## config.mk

```make
export PLATFORM = sky130hd
export DESIGN_NAME = ccss_top
export DESIGN_NICKNAME = d
export VERILOG_FILES = /design/src/rtl/ccss_pkg.sv /design/src/rtl/ccss_buf.sv /design/src/rtl/ccss_top.sv
export SDC_FILE = /design/constraint.sdc
export NUM_CORES = 1
export LEC_CHECK = 0
export BUFFER_PORTS_ARGS = -buffer_cell sky130_fd_sc_hd__clkbuf_2
export CORE_MARGIN = 2
export CORE_UTILIZATION = 55
export CTS_CLUSTER_SIZE = 16
export DETAILED_ROUTE_END_ITERATION = 8
export GPL_TIMING_DRIVEN = 0
export PLACE_DENSITY = 0.9
export REMOVE_ABC_BUFFERS = 1
export SLEW_MARGIN = 30
export SYNTH_ARGS = -nofsm -noshare
export SYNTH_HDL_FRONTEND = slang
export SYNTH_SLANG_ARGS = --single-unit
```

## constraint.sdc

```tcl
create_clock -name CORE_CLK_I -period 6.9 [get_ports CORE_CLK_I]
set_input_delay 1.035 -clock CORE_CLK_I [delete_from_list [all_inputs] [get_ports CORE_CLK_I]]
set_output_delay 1.035 -clock CORE_CLK_I [all_outputs]
set_load 0.02 [all_outputs]
```

## src/rtl/ccss_pkg.sv

```systemverilog
// Constants and types shared by the character set select block
package ccss_pkg;
   localparam int           CCSS_SET_W       = 7;
   localparam logic [6:0]   CCSS_SET_DEFAULT = 7'h00;
   localparam logic [6:0]   CCSS_SET_DOWNLD  = 7'h7f;
   localparam int           CCSS_GRP0_LO     = 0;
   localparam int           CCSS_GRP0_HI     = 19;
   localparam int           CCSS_GRP1_LO     = 30;
   localparam int           CCSS_GRP1_HI     = 49;
   localparam logic [7:0]   CCSS_CODE_SO     = 8'h0e;
   localparam logic [7:0]   CCSS_CODE_SI     = 8'h0f;
   localparam logic [7:0]   CCSS_CTL_LO_MAX  = 8'h1f;
   localparam logic [7:0]   CCSS_CTL_HI_MIN  = 8'h80;
   localparam logic [7:0]   CCSS_CTL_HI_MAX  = 8'h9f;
   localparam logic [7:0]   CCSS_MSB_MASK    = 8'h7f;
   localparam logic [3:0]   CCSS_ERR_NONE    = 4'h0;
   localparam logic [3:0]   CCSS_ERR_PARAMS  = 4'h2;
   localparam logic [3:0]   CCSS_ERR_RANGE   = 4'h5;
   localparam logic [0:0]   CCSS_SLOT_STD    = 1'h0;
   localparam logic [0:0]   CCSS_SLOT_ALT    = 1'h1;
   localparam int           CCSS_BUF_DEPTH   = 2;
   typedef enum logic [2:0] {
      CCSS_OP_DESIG_STD,
      CCSS_OP_DESIG_ALT,
      CCSS_OP_SEL_STD,
      CCSS_OP_SEL_ALT,
      CCSS_OP_SLOT_DESIG,
      CCSS_OP_SLOT_INV,
      CCSS_OP_MODE,
      CCSS_OP_DEFAULTS
   } ccss_op_t;
   typedef enum logic [1:0] {
      CCSS_MODE_C7,
      CCSS_MODE_P8,
      CCSS_MODE_I7,
      CCSS_MODE_I8
   } ccss_mode_t;
endpackage : ccss_pkg

```

## src/rtl/ccss_buf.sv

```systemverilog
// Two-entry valid/ready buffer for the label output path
`timescale 1ns/100ps
module ccss_buf #(
   parameter int W = 15
) (
   // Clock and reset
   input  wire logic         clk_i,
   input  wire logic         rst_b_i,
   // Fill side
   input  wire logic         in_valid_i,
   output logic              in_ready_o,
   input  wire logic [W-1:0] in_data_i,
   // Drain side
   output logic              out_valid_o,
   input  wire logic         out_ready_i,
   output logic [W-1:0]      out_data_o
);
   logic [W-1:0] mem [0:1];
   logic [W-1:0] next_mem [0:1];
   logic [1:0]   count;
   logic [1:0]   next_count;
   logic         push;
   logic         pop;

   always_comb begin
      push          = in_valid_i && in_ready_o;
      pop           = out_valid_o && out_ready_i;
      next_mem[0]   = mem[0];
      next_mem[1]   = mem[1];
      next_count    = count;
      // Entry 0 is always the head, so the output is a flop
      if (pop) begin
         next_mem[0] = mem[1];
      end
      if (push) begin
         if (count == 2'h0 || (count == 2'h1 && pop)) begin
            next_mem[0] = in_data_i;
         end else begin
            next_mem[1] = in_data_i;
         end
      end
      next_count = 2'(count + {1'b0, push} - {1'b0, pop});
   end

   always_ff @(posedge clk_i or negedge rst_b_i) begin
      if (!rst_b_i) begin
         mem[0] <= '0;
         mem[1] <= '0;
         count  <= 2'h0;
      end else begin
         mem[0] <= next_mem[0];
         mem[1] <= next_mem[1];
         count  <= next_count;
      end
   end

   assign in_ready_o  = (count != 2'h2);
   assign out_valid_o = (count != 2'h0);
   assign out_data_o  = mem[0];
endmodule : ccss_buf

```

## src/rtl/ccss_top.sv

```systemverilog
// Character set designation, selection and label byte filtering
`timescale 1ns/100ps
module ccss_top
   import ccss_pkg::*;
(
   // Clock and reset
   input  wire logic                  CORE_CLK_I,
   input  wire logic                  RST_B_I,
   // Instruction from the parser
   input  wire logic                  CMD_VALID_I,
   input  wire ccss_pkg::ccss_op_t    CMD_OP_I,
   input  wire logic [7:0]            CMD_NPARAM_I,
   input  wire logic signed [15:0]    CMD_PARAM0_I,
   input  wire logic signed [15:0]    CMD_PARAM1_I,
   // Label bytes in
   input  wire logic                  LBL_VALID_I,
   output logic                       LBL_READY_O,
   input  wire logic [7:0]            LBL_BYTE_I,
   // Characters to draw out
   output logic                       CHR_VALID_O,
   input  wire logic                  CHR_READY_I,
   output logic [7:0]                 CHR_CODE_O,
   output logic [6:0]                 CHR_SET_O,
   // State and errors
   output logic [6:0]                 STD_SET_O,
   output logic [6:0]                 ALT_SET_O,
   output logic                       ALT_SELECTED_O,
   output ccss_pkg::ccss_mode_t       MODE_O,
   output logic                       ERR_VALID_O,
   output logic [3:0]                 ERR_CODE_O
);
   import ccss_pkg::*;

   logic [6:0] std_set, next_std_set;
   logic [6:0] alt_set, next_alt_set;
   logic       alt_sel, next_alt_sel;
   ccss_mode_t mode, next_mode;
   logic       err_v, next_err_v;
   logic [3:0] err_c, next_err_c;
   logic       lbl_take;
   logic [7:0] lbl_b;
   logic       buf_ready;
   logic       buf_push;
   logic [6:0] active_set;
   logic [14:0] buf_out;

   // Range check and encoding of a set number, -1 maps to all ones
   function automatic logic set_ok(input logic signed [15:0] v);
      set_ok = (v == -16'sd1) || (v >= 16'(CCSS_GRP0_LO) && v <= 16'(CCSS_GRP0_HI)) ||
               (v >= 16'(CCSS_GRP1_LO) && v <= 16'(CCSS_GRP1_HI));
   endfunction : set_ok

   function automatic logic [6:0] set_enc(input logic signed [15:0] v);
      set_enc = (v == -16'sd1) ? CCSS_SET_DOWNLD : v[6:0];
   endfunction : set_enc

   // Commands take priority over a shift code in the same cycle
   assign lbl_take = LBL_VALID_I && LBL_READY_O;
   assign lbl_b    = (mode == CCSS_MODE_C7) ? (LBL_BYTE_I & CCSS_MSB_MASK) : LBL_BYTE_I;

   always_comb begin
      next_std_set = std_set;
      next_alt_set = alt_set;
      next_alt_sel = alt_sel;
      next_mode    = mode;
      next_err_v   = 1'b0;
      next_err_c   = err_c;
      if (CMD_VALID_I) begin
         case (CMD_OP_I)
            CCSS_OP_DESIG_STD, CCSS_OP_DESIG_ALT: begin
               if (CMD_NPARAM_I == 8'h00) begin
                  if (CMD_OP_I == CCSS_OP_DESIG_STD) begin
                     next_std_set = CCSS_SET_DEFAULT;
                  end else begin
                     next_alt_set = CCSS_SET_DEFAULT;
                  end
               end else if (!set_ok(CMD_PARAM0_I)) begin
                  next_err_v = 1'b1;
                  next_err_c = CCSS_ERR_RANGE;
               end else begin
                  // Selection is not touched, so the new set shows only when its side is active
                  if (CMD_OP_I == CCSS_OP_DESIG_STD) begin
                     next_std_set = set_enc(CMD_PARAM0_I);
                  end else begin
                     next_alt_set = set_enc(CMD_PARAM0_I);
                  end
                  if (CMD_NPARAM_I > 8'h01) begin
                     next_err_v = 1'b1;
                     next_err_c = CCSS_ERR_PARAMS;
                  end
               end
            end
            CCSS_OP_SEL_STD, CCSS_OP_SEL_ALT: begin
               next_alt_sel = (CMD_OP_I == CCSS_OP_SEL_ALT);
               if (CMD_NPARAM_I != 8'h00) begin
                  next_err_v = 1'b1;
                  next_err_c = CCSS_ERR_PARAMS;
               end
            end
            CCSS_OP_SLOT_DESIG: begin
               // Only slots 0 and 1 are held here; others belong to the extended logic
               if (CMD_NPARAM_I >= 8'h02 && set_ok(CMD_PARAM1_I)) begin
                  if (CMD_PARAM0_I == 16'sd0) begin
                     next_std_set = set_enc(CMD_PARAM1_I);
                  end else if (CMD_PARAM0_I == 16'sd1) begin
                     next_alt_set = set_enc(CMD_PARAM1_I);
                  end
               end
            end
            CCSS_OP_SLOT_INV: begin
               if (CMD_NPARAM_I >= 8'h01 && CMD_PARAM0_I == 16'sd0) begin
                  next_alt_sel = CCSS_SLOT_STD;
               end else if (CMD_NPARAM_I >= 8'h01 && CMD_PARAM0_I == 16'sd1) begin
                  next_alt_sel = CCSS_SLOT_ALT;
               end
            end
            CCSS_OP_MODE: begin
               if (CMD_NPARAM_I >= 8'h01 && CMD_PARAM0_I >= 16'sd0 && CMD_PARAM0_I <= 16'sd3) begin
                  next_mode = ccss_mode_t'(CMD_PARAM0_I[1:0]);
               end
            end
            CCSS_OP_DEFAULTS: begin
               next_std_set = CCSS_SET_DEFAULT;
               next_alt_set = CCSS_SET_DEFAULT;
               next_alt_sel = 1'b0;
               next_mode    = CCSS_MODE_C7;
            end
            default: begin
               next_err_v = 1'b0;
            end
         endcase
      end else if (lbl_take && lbl_b == CCSS_CODE_SI) begin
         next_alt_sel = 1'b0;
      end else if (lbl_take && lbl_b == CCSS_CODE_SO) begin
         next_alt_sel = 1'b1;
      end
   end

   always_ff @(posedge CORE_CLK_I or negedge RST_B_I) begin
      if (!RST_B_I) begin
         std_set <= CCSS_SET_DEFAULT;
         alt_set <= CCSS_SET_DEFAULT;
         alt_sel <= 1'b0;
         mode    <= CCSS_MODE_C7;
         err_v   <= 1'b0;
         err_c   <= CCSS_ERR_NONE;
      end else begin
         std_set <= next_std_set;
         alt_set <= next_alt_set;
         alt_sel <= next_alt_sel;
         mode    <= next_mode;
         err_v   <= next_err_v;
         err_c   <= next_err_c;
      end
   end

   // Label bytes wait while a command is applied, so the set tagged is always current
   assign LBL_READY_O = buf_ready && !CMD_VALID_I;
   assign active_set  = alt_sel ? alt_set : std_set;
   // Shift codes and other control codes never reach the drawing side
   assign buf_push    = lbl_take && (lbl_b > CCSS_CTL_LO_MAX) &&
                        !(lbl_b >= CCSS_CTL_HI_MIN && lbl_b <= CCSS_CTL_HI_MAX);

   ccss_buf #(
      .W (15)
   ) u_buf (
      .clk_i       (CORE_CLK_I),
      .rst_b_i     (RST_B_I),
      .in_valid_i  (buf_push),
      .in_ready_o  (buf_ready),
      .in_data_i   ({active_set, lbl_b}),
      .out_valid_o (CHR_VALID_O),
      .out_ready_i (CHR_READY_I),
      .out_data_o  (buf_out)
   );

   assign CHR_CODE_O     = buf_out[7:0];
   assign CHR_SET_O      = buf_out[14:8];
   assign STD_SET_O      = std_set;
   assign ALT_SET_O      = alt_set;
   assign ALT_SELECTED_O = alt_sel;
   assign MODE_O         = mode;
   assign ERR_VALID_O    = err_v;
   assign ERR_CODE_O     = err_c;

   a_range_ignored: assert property (@(posedge CORE_CLK_I) disable iff (!RST_B_I)
      (CMD_VALID_I && CMD_OP_I == CCSS_OP_DESIG_STD && CMD_NPARAM_I != 8'h00 && !set_ok(CMD_PARAM0_I))
      |=> (ERR_VALID_O && ERR_CODE_O == 4'h5 && $stable(STD_SET_O)))
      else $error("Out of range designation not ignored");
   a_extra_params: assert property (@(posedge CORE_CLK_I) disable iff (!RST_B_I)
      (CMD_VALID_I && CMD_OP_I == CCSS_OP_DESIG_ALT && CMD_NPARAM_I > 8'h01 && set_ok(CMD_PARAM0_I))
      |=> (ERR_CODE_O == 4'h2 && ALT_SET_O == set_enc($past(CMD_PARAM0_I))))
      else $error("Extra parameter handling wrong");
   a_empty_desig: assert property (@(posedge CORE_CLK_I) disable iff (!RST_B_I)
      (CMD_VALID_I && CMD_OP_I == CCSS_OP_DESIG_STD && CMD_NPARAM_I == 8'h00)
      |=> (STD_SET_O == 7'h00 && !ERR_VALID_O))
      else $error("Empty designation wrong");
   a_select_err: assert property (@(posedge CORE_CLK_I) disable iff (!RST_B_I)
      (CMD_VALID_I && CMD_OP_I == CCSS_OP_SEL_ALT && CMD_NPARAM_I != 8'h00)
      |=> (ALT_SELECTED_O && ERR_VALID_O && ERR_CODE_O == 4'h2))
      else $error("Select with parameters wrong");
   a_shift_codes: assert property (@(posedge CORE_CLK_I) disable iff (!RST_B_I)
      (!CMD_VALID_I && lbl_take && lbl_b == 8'h0e) |=> ALT_SELECTED_O)
      else $error("Shift out ignored");
   a_ctl_dropped: assert property (@(posedge CORE_CLK_I) disable iff (!RST_B_I)
      (lbl_take && lbl_b <= 8'h1f && !CHR_VALID_O) |=> !CHR_VALID_O)
      else $error("Control code drawn");
   // Checked through an empty buffer, so a byte queued under another mode cannot trip it
   a_msb_clear: assert property (@(posedge CORE_CLK_I) disable iff (!RST_B_I)
      (buf_push && !CHR_VALID_O && MODE_O == CCSS_MODE_C7) |=> (CHR_VALID_O && !CHR_CODE_O[7]))
      else $error("High bit passed in compatibility mode");
   a_sel_persist: assert property (@(posedge CORE_CLK_I) disable iff (!RST_B_I)
      (!CMD_VALID_I && !(lbl_take && (lbl_b == 8'h0e || lbl_b == 8'h0f))) |=> $stable(ALT_SELECTED_O))
      else $error("Selection changed without cause");
endmodule : ccss_top

```

== After elaboration in Yosys (flattened, before gate mapping) ==
Index checks and enable logic that the tools add are counted.

* Add/sub/neg operators: 2
* Order comparisons: 15
* Eq/ne operators: 27
* Mux-type cells: 42
* Bitwise logic cells: 1
* Reduce and logical (&&, ||, !) cells: 45

{| class="wikitable"
|+ Operators with widths
! kind !! count
|-
| $mux 7 || 16
|-
| $mux 15 || 3
|-
| $pmux 7 s3 || 2
|-
| $eq 16x1->1 const B || 2
|-
| $ge 16x1->1 const B || 2
|-
| $ge 16x6->1 const B || 2
|-
| $le 16x6->1 const B || 2
|-
| $le 16x7->1 const B || 2
|-
| $mux 30 || 1
|-
| $ne 2x2->1 const B || 10
|-
| $logic_and 1x1->1 || 19
|-
| $eq 16x2->1 const B || 1
|-
| $eq 8x4->1 const B || 2
|-
| $le 16x3->1 const B || 1
|-
| $logic_not 16->1 || 1
|-
| $mux 4 || 4
|-
| $eq 3x3->1 const B || 4
|-
| $mux 1 || 10
|-
| $ge 8x1->1 const B || 1
|-
| $ge 8x2->1 const B || 1
|-
| $ge 8x8->1 const B || 1
|-
| $gt 8x1->1 const B || 1
|-
| $gt 8x5->1 const B || 1
|-
| $le 8x8->1 const B || 1
|-
| 29 further kinds || 42
|}

* Bits in registers: 54
* Bits of input ports: 56
* Output and inout port bits: 39
* Logic and storage cells: 141

== Longest topological paths before layout ==
* Depth in word-level cells: 9
* Mapped depth: 9
* Mapped depth without buffers: 8

== Hierarchy ==
A second synthesis with hierarchy kept.

* Cells, all modules: 254
* Area total of the unflattened synthesis: 3,071.7 µm²

{| class="wikitable"
|+ By module, submodules not included
! module !! instances !! cells an instance !! area an instance (µm²)
|-
| ccss_buf || 1 || 110 || 1,626.6
|-
| ccss_top || 1 || 144 || 1,445.1
|}

== Least setup slack after synthesis ==
OpenSTA, ideal clock, no wires.

* Path kind: in2reg
* Start point: input CMD_PARAM0_I[12]
* End point: register std_set[0], in the netlist STD_SET_O[0]
* Arrival time: 2,649 ps
* Setup slack: 4,126 ps
* Cell stages on the path: 6
* Cells stage by stage: or4_4 nor2_2 nor4b_4 nor4b_4 o211ai_4 mux2_4

* Cells in the longest elaborated chain, start to end: 6

{| class="wikitable"
|+ RTL lines
! what !! line !! RTL
|-
| start: declaration || ccss_top.sv:13 || <nowiki>input wire logic signed [15:0] CMD_PARAM0_I,</nowiki>
|-
| $ge 16x1->1, or another cell as far along || ccss_top.sv:49 || <nowiki>set_ok = (v == -16'sd1) || (v >= 16'(CCSS_GRP0_LO) && v <= 16'(CCSS_GRP0_HI)) ||</nowiki>
|-
| $logic_and 1x1->1 or $mux 7 (tied branches) || ccss_top.sv:49, ccss_top.sv:54 ||
|-
| $logic_or 1x1->1 or $mux 7 (tied branches) || ccss_top.sv:49, ccss_top.sv:82 ||
|-
| $logic_or 1x1->1 or $mux 7 (tied branches) || ccss_top.sv:49, ccss_top.sv:77 ||
|-
| $ne 3x3->1 (no line) or $mux 7 (tied branches) || - ||
|-
| $reduce_and 6->1 (no line) or $pmux 7 s3 (tied branches) || - ||
|-
| end signal: assignment || ccss_top.sv:148 || <nowiki>std_set <= next_std_set;</nowiki>
|-
| end: declaration || ccss_top.sv:34 || <nowiki>logic [6:0] std_set, next_std_set;</nowiki>
|}

Several ways; a longest one is shown, not always the timed one. The select of a mux whose other input is x is not followed.
A chain may end at the register's enable or synchronous reset.

== Final worst setup path ==
* Start point: input CMD_NPARAM_I[5]
* End point: register std_set[4], in the netlist STD_SET_O[4]

* Cells in the longest elaborated chain, start to end: 4

{| class="wikitable"
|+ RTL lines
! what !! line !! RTL
|-
| start: declaration || ccss_top.sv:12 || <nowiki>input wire logic [7:0] CMD_NPARAM_I,</nowiki>
|-
| $ge 8x2->1 || ccss_top.sv:102 || <nowiki>if (CMD_NPARAM_I >= 8'h02 && set_ok(CMD_PARAM1_I)) begin</nowiki>
|-
| $logic_and 1x1->1 || ccss_top.sv:102 ||
|-
| $ne 2x2->1 (no line) || - ||
|-
| $reduce_and 6->1 (no line) || - ||
|}

Several ways; a longest one is shown, not always the timed one.

==> flow_metrics.env <==
export IMPL_setup_viol=0
export IMPL_slew_headroom_pct=48.6
export IMPL_synth_area_um2=2920
export IMPL_power_leakage_uw=0.00169
export IMPL_drc=0
export IMPL_area_delta_synth_final_pct=17.9
export IMPL_worstSkewPairLatency_ns=0.31
export IMPL_grt_max_degree=53
export IMPL_final_common_cell="clkbuf_2"
export IMPL_hold_buffers=0
export IMPL_crit_fanout=7
export IMPL_place_area_um2=3350
export IMPL_cp_start_kind="primary input"
export IMPL_post_cts_setup_buffers=0
export IMPL_p_per_area_nw_per_um2=345
export IMPL_hold_viol_final=0
export IMPL_synth_seq_cells=52
export IMPL_antenna_left=0
export IMPL_port_buffers=93
export IMPL_initial_core_util_pct=57.2
export IMPL_crit_buf_inv=1
export IMPL_place_gp_congestion=0.888
export IMPL_synthArstFlopShare_pct=100
export IMPL_synth_area_leaders="dfrtp_1 45%, mux2_2 7.7%, mux2i_1 5.8%, buf_4 4.4%, a21oi_1 3.8%"
export IMPL_wl_per_cell_um=14.4
export IMPL_cpPeakStageDelay_ns=0.66
export IMPL_cap_violations=0
export IMPL_grt_use_total_pct=21.8
export IMPL_synthFlopType="dfrtp_1"
export IMPL_die_w_um=76.9
export IMPL_htree_levels=2
export IMPL_critPathTopFamily="simple AND/OR/NAND/NOR gates"
export IMPL_min_period_ns=2.76
export IMPL_synth_top_area_share_pct=44.6
export IMPL_antennaDiodeCount=0
export IMPL_antenna_found_initial=0
export IMPL_cts_clk_slew_worst_paths_ns=0.10
export IMPL_design_portCount=95
export IMPL_status="finished, final reports clean"
export IMPL_cts_buffer_depth=2
export IMPL_ys_seq_area_share_pct=44.6
export IMPL_hold_slack_ns=0.513
export IMPL_die_y_um=76.9
export IMPL_dp_hpwl_mm=4.79
export IMPL_syn_inst=277
export IMPL_coreArea_um2=5110
export IMPL_timing_fmax_mhz=363
export IMPL_drv_slew=0
export IMPL_numCtsBuffers=5
export IMPL_ys_warnings_count=0
export IMPL_synth_edf_count=0
export IMPL_routed_wl_mm=6.14
export IMPL_rsz0062_at_grt="false"
export IMPL_gr_total_overflow=0
export IMPL_irDropWorstVdd_mv=0.152
export IMPL_grt_pass1_vias=2241
export IMPL_post_cts_resized=0
export IMPL_cp_cell_sequence="clkbuf_2 > nor4_1 > nor4b_1 > o21ai_2 > o211ai_4 > mux2_4"
export IMPL_syn_avg_cell_area_um2=10.5
export IMPL_ys_types=47
export IMPL_critPathSlowestCell="nor4b_1"
export IMPL_grt_pass1_wl_mm=10.5
export IMPL_hold_path_class="reg -> reg"
export IMPL_vias=2350
export IMPL_finalInstanceArea_um2=3440
export IMPL_fin_nets=412
export IMPL_skew_ns=0.0139
export IMPL_design_die_area_um2=5910
export IMPL_min_period_over_period_pct=40.0
export IMPL_drt_initial_drc_count=121
export IMPL_row_count=26
export IMPL_setup_tns_ns=0
export IMPL_arrival_ns=2.96
export IMPL_mostFrequentLayoutCells="92 x clkbuf_2, 52 x dfrtp_1, 24 x nor2_1, 22 x a21oi_1, 20 x mux2_2"
export IMPL_yosys_area_top_type="dfrtp_1"
export IMPL_critPathRequiredTime_ns=7.10
export IMPL_worst_pin_slew_ns=0.770
export IMPL_critical_path_class="in -> reg"
export IMPL_via_per_inst=5.53
export IMPL_cp_end_kind="flop"
export IMPL_firstDrtPassIters=4
export IMPL_clock_sinks=52
export IMPL_root_buffer="clkbuf_8"
export IMPL_drive_gt1_share_pct=42.3
export IMPL_cts_tree="done"
## cell families (layout without fill, tap and decap cells)
group / after synthesis / after routing / synth area share [%]
and+or+nand+nor: 87 / 87 / 17.7
AOI/OAI and AO/OA: 53 / 53 / 11.9
DFF: 52 / 52 / 44.6
muxes: 45 / 45 / 17.5
buffers and inverters: 35 / 113 / 6.77
adders and majority gates: 2 / 2 / 0.857
xor gates and xnor gates: 2 / 2 / 0.600
other: 1 / 1 / 0.128
## final timing paths
path | start | endpoint | slack, ns | cells past startpoint
max | CMD_NPARAM_I[5] | STD_SET_O[4]$_DFFE_PN0P_ | 4.14 | 6
min | ERR_CODE_O[1]$_DFFE_PN0P_ | ERR_CODE_O[1]$_DFFE_PN0P_ | 0.51 | 2
max reg2reg | u_buf.count[1]$_DFF_PN0_ | u_buf.count[1]$_DFF_PN0_ | 4.52 | 8
min reg2reg | ERR_CODE_O[1]$_DFFE_PN0P_ | ERR_CODE_O[1]$_DFFE_PN0P_ | 0.51 | 2
max in group asynchronous | RST_B_I | ALT_SELECTED_O$_DFFE_PN0P_ | 5.66 | 1
min in group asynchronous | RST_B_I | ALT_SET_O[2]$_DFFE_PN0P_ | 0.78 | 1
## stage by stage
step	setup WS (ns)	cells	utilization, %	total power (µW)
final	4.14	425	67.4	1190
after global routing	3.99	425	67.4	1270
after global placement	2.95	414	64.8	985
after floorplan	3.37	251	-	840
after CTS	4.14	425	67.4	1200
after detailed placement	3.83	417	65.5	1020
## tightest hold or removal path, stage by stage (launching register included)
cell and delay, ns:
dfrtp_1 0.36, nor2_1 0.05, nor2_1 0.07
## state kept, by name (all words and copies together), names as in the netlist
signal            count
ALT_SELECTED_O        1
ALT_SET_O             7
ERR_CODE_O            2
ERR_VALID_O           1
MODE_O                2
STD_SET_O             7
u_buf.count           2
u_buf.mem            15
u_buf.out_data_o     15
## layer usage
layer,track usage (%),vias up,routed length (µm)
met5,0,-,0
met4,7.45,0,114
met3,2.71,13,296
met2,39.1,78,3200
met1,27.0,1119,2520
li1,-,1140,-
## cells in the mapped netlist, drive strengths merged, types with 2 or more instances
| library cell | number |
|---|---|
| nand3 | 6 |
| nor4b | 4 |
| clkbuf | 6 |
| or2 | 2 |
| mux2 | 28 |
| ha | 2 |
| xnor2 | 2 |
| nand2 | 18 |
| nand4b | 2 |
| mux2i | 17 |
| a211o | 2 |
| o21ai | 14 |
| nand4 | 9 |
| a21oi | 22 |
| nand2b | 3 |
| buf | 20 |
| inv | 9 |
| nor2 | 25 |
| a22o | 7 |
| a31oi | 2 |
| nor4 | 7 |
| nor3 | 3 |
| o211ai | 3 |
| or4 | 4 |
| dfrtp | 52 |
## report_power, final
part           switching, µW  internal [µW]
clock network           98.0           82.1
registers               78.5            432
logic                    279            220
total                    455            734
## final cells by class
type	instances	area, µm²
clock buffer	6	82.6
clock inverter	2	13.8
fill	420	1660
inverter	9	33.8
multi-input combinational	190	1430
sequential	52	1300
tap	70	87.6
timing repair buffer	96	498
No activity file was read; power rests on OpenSTA's default activity.
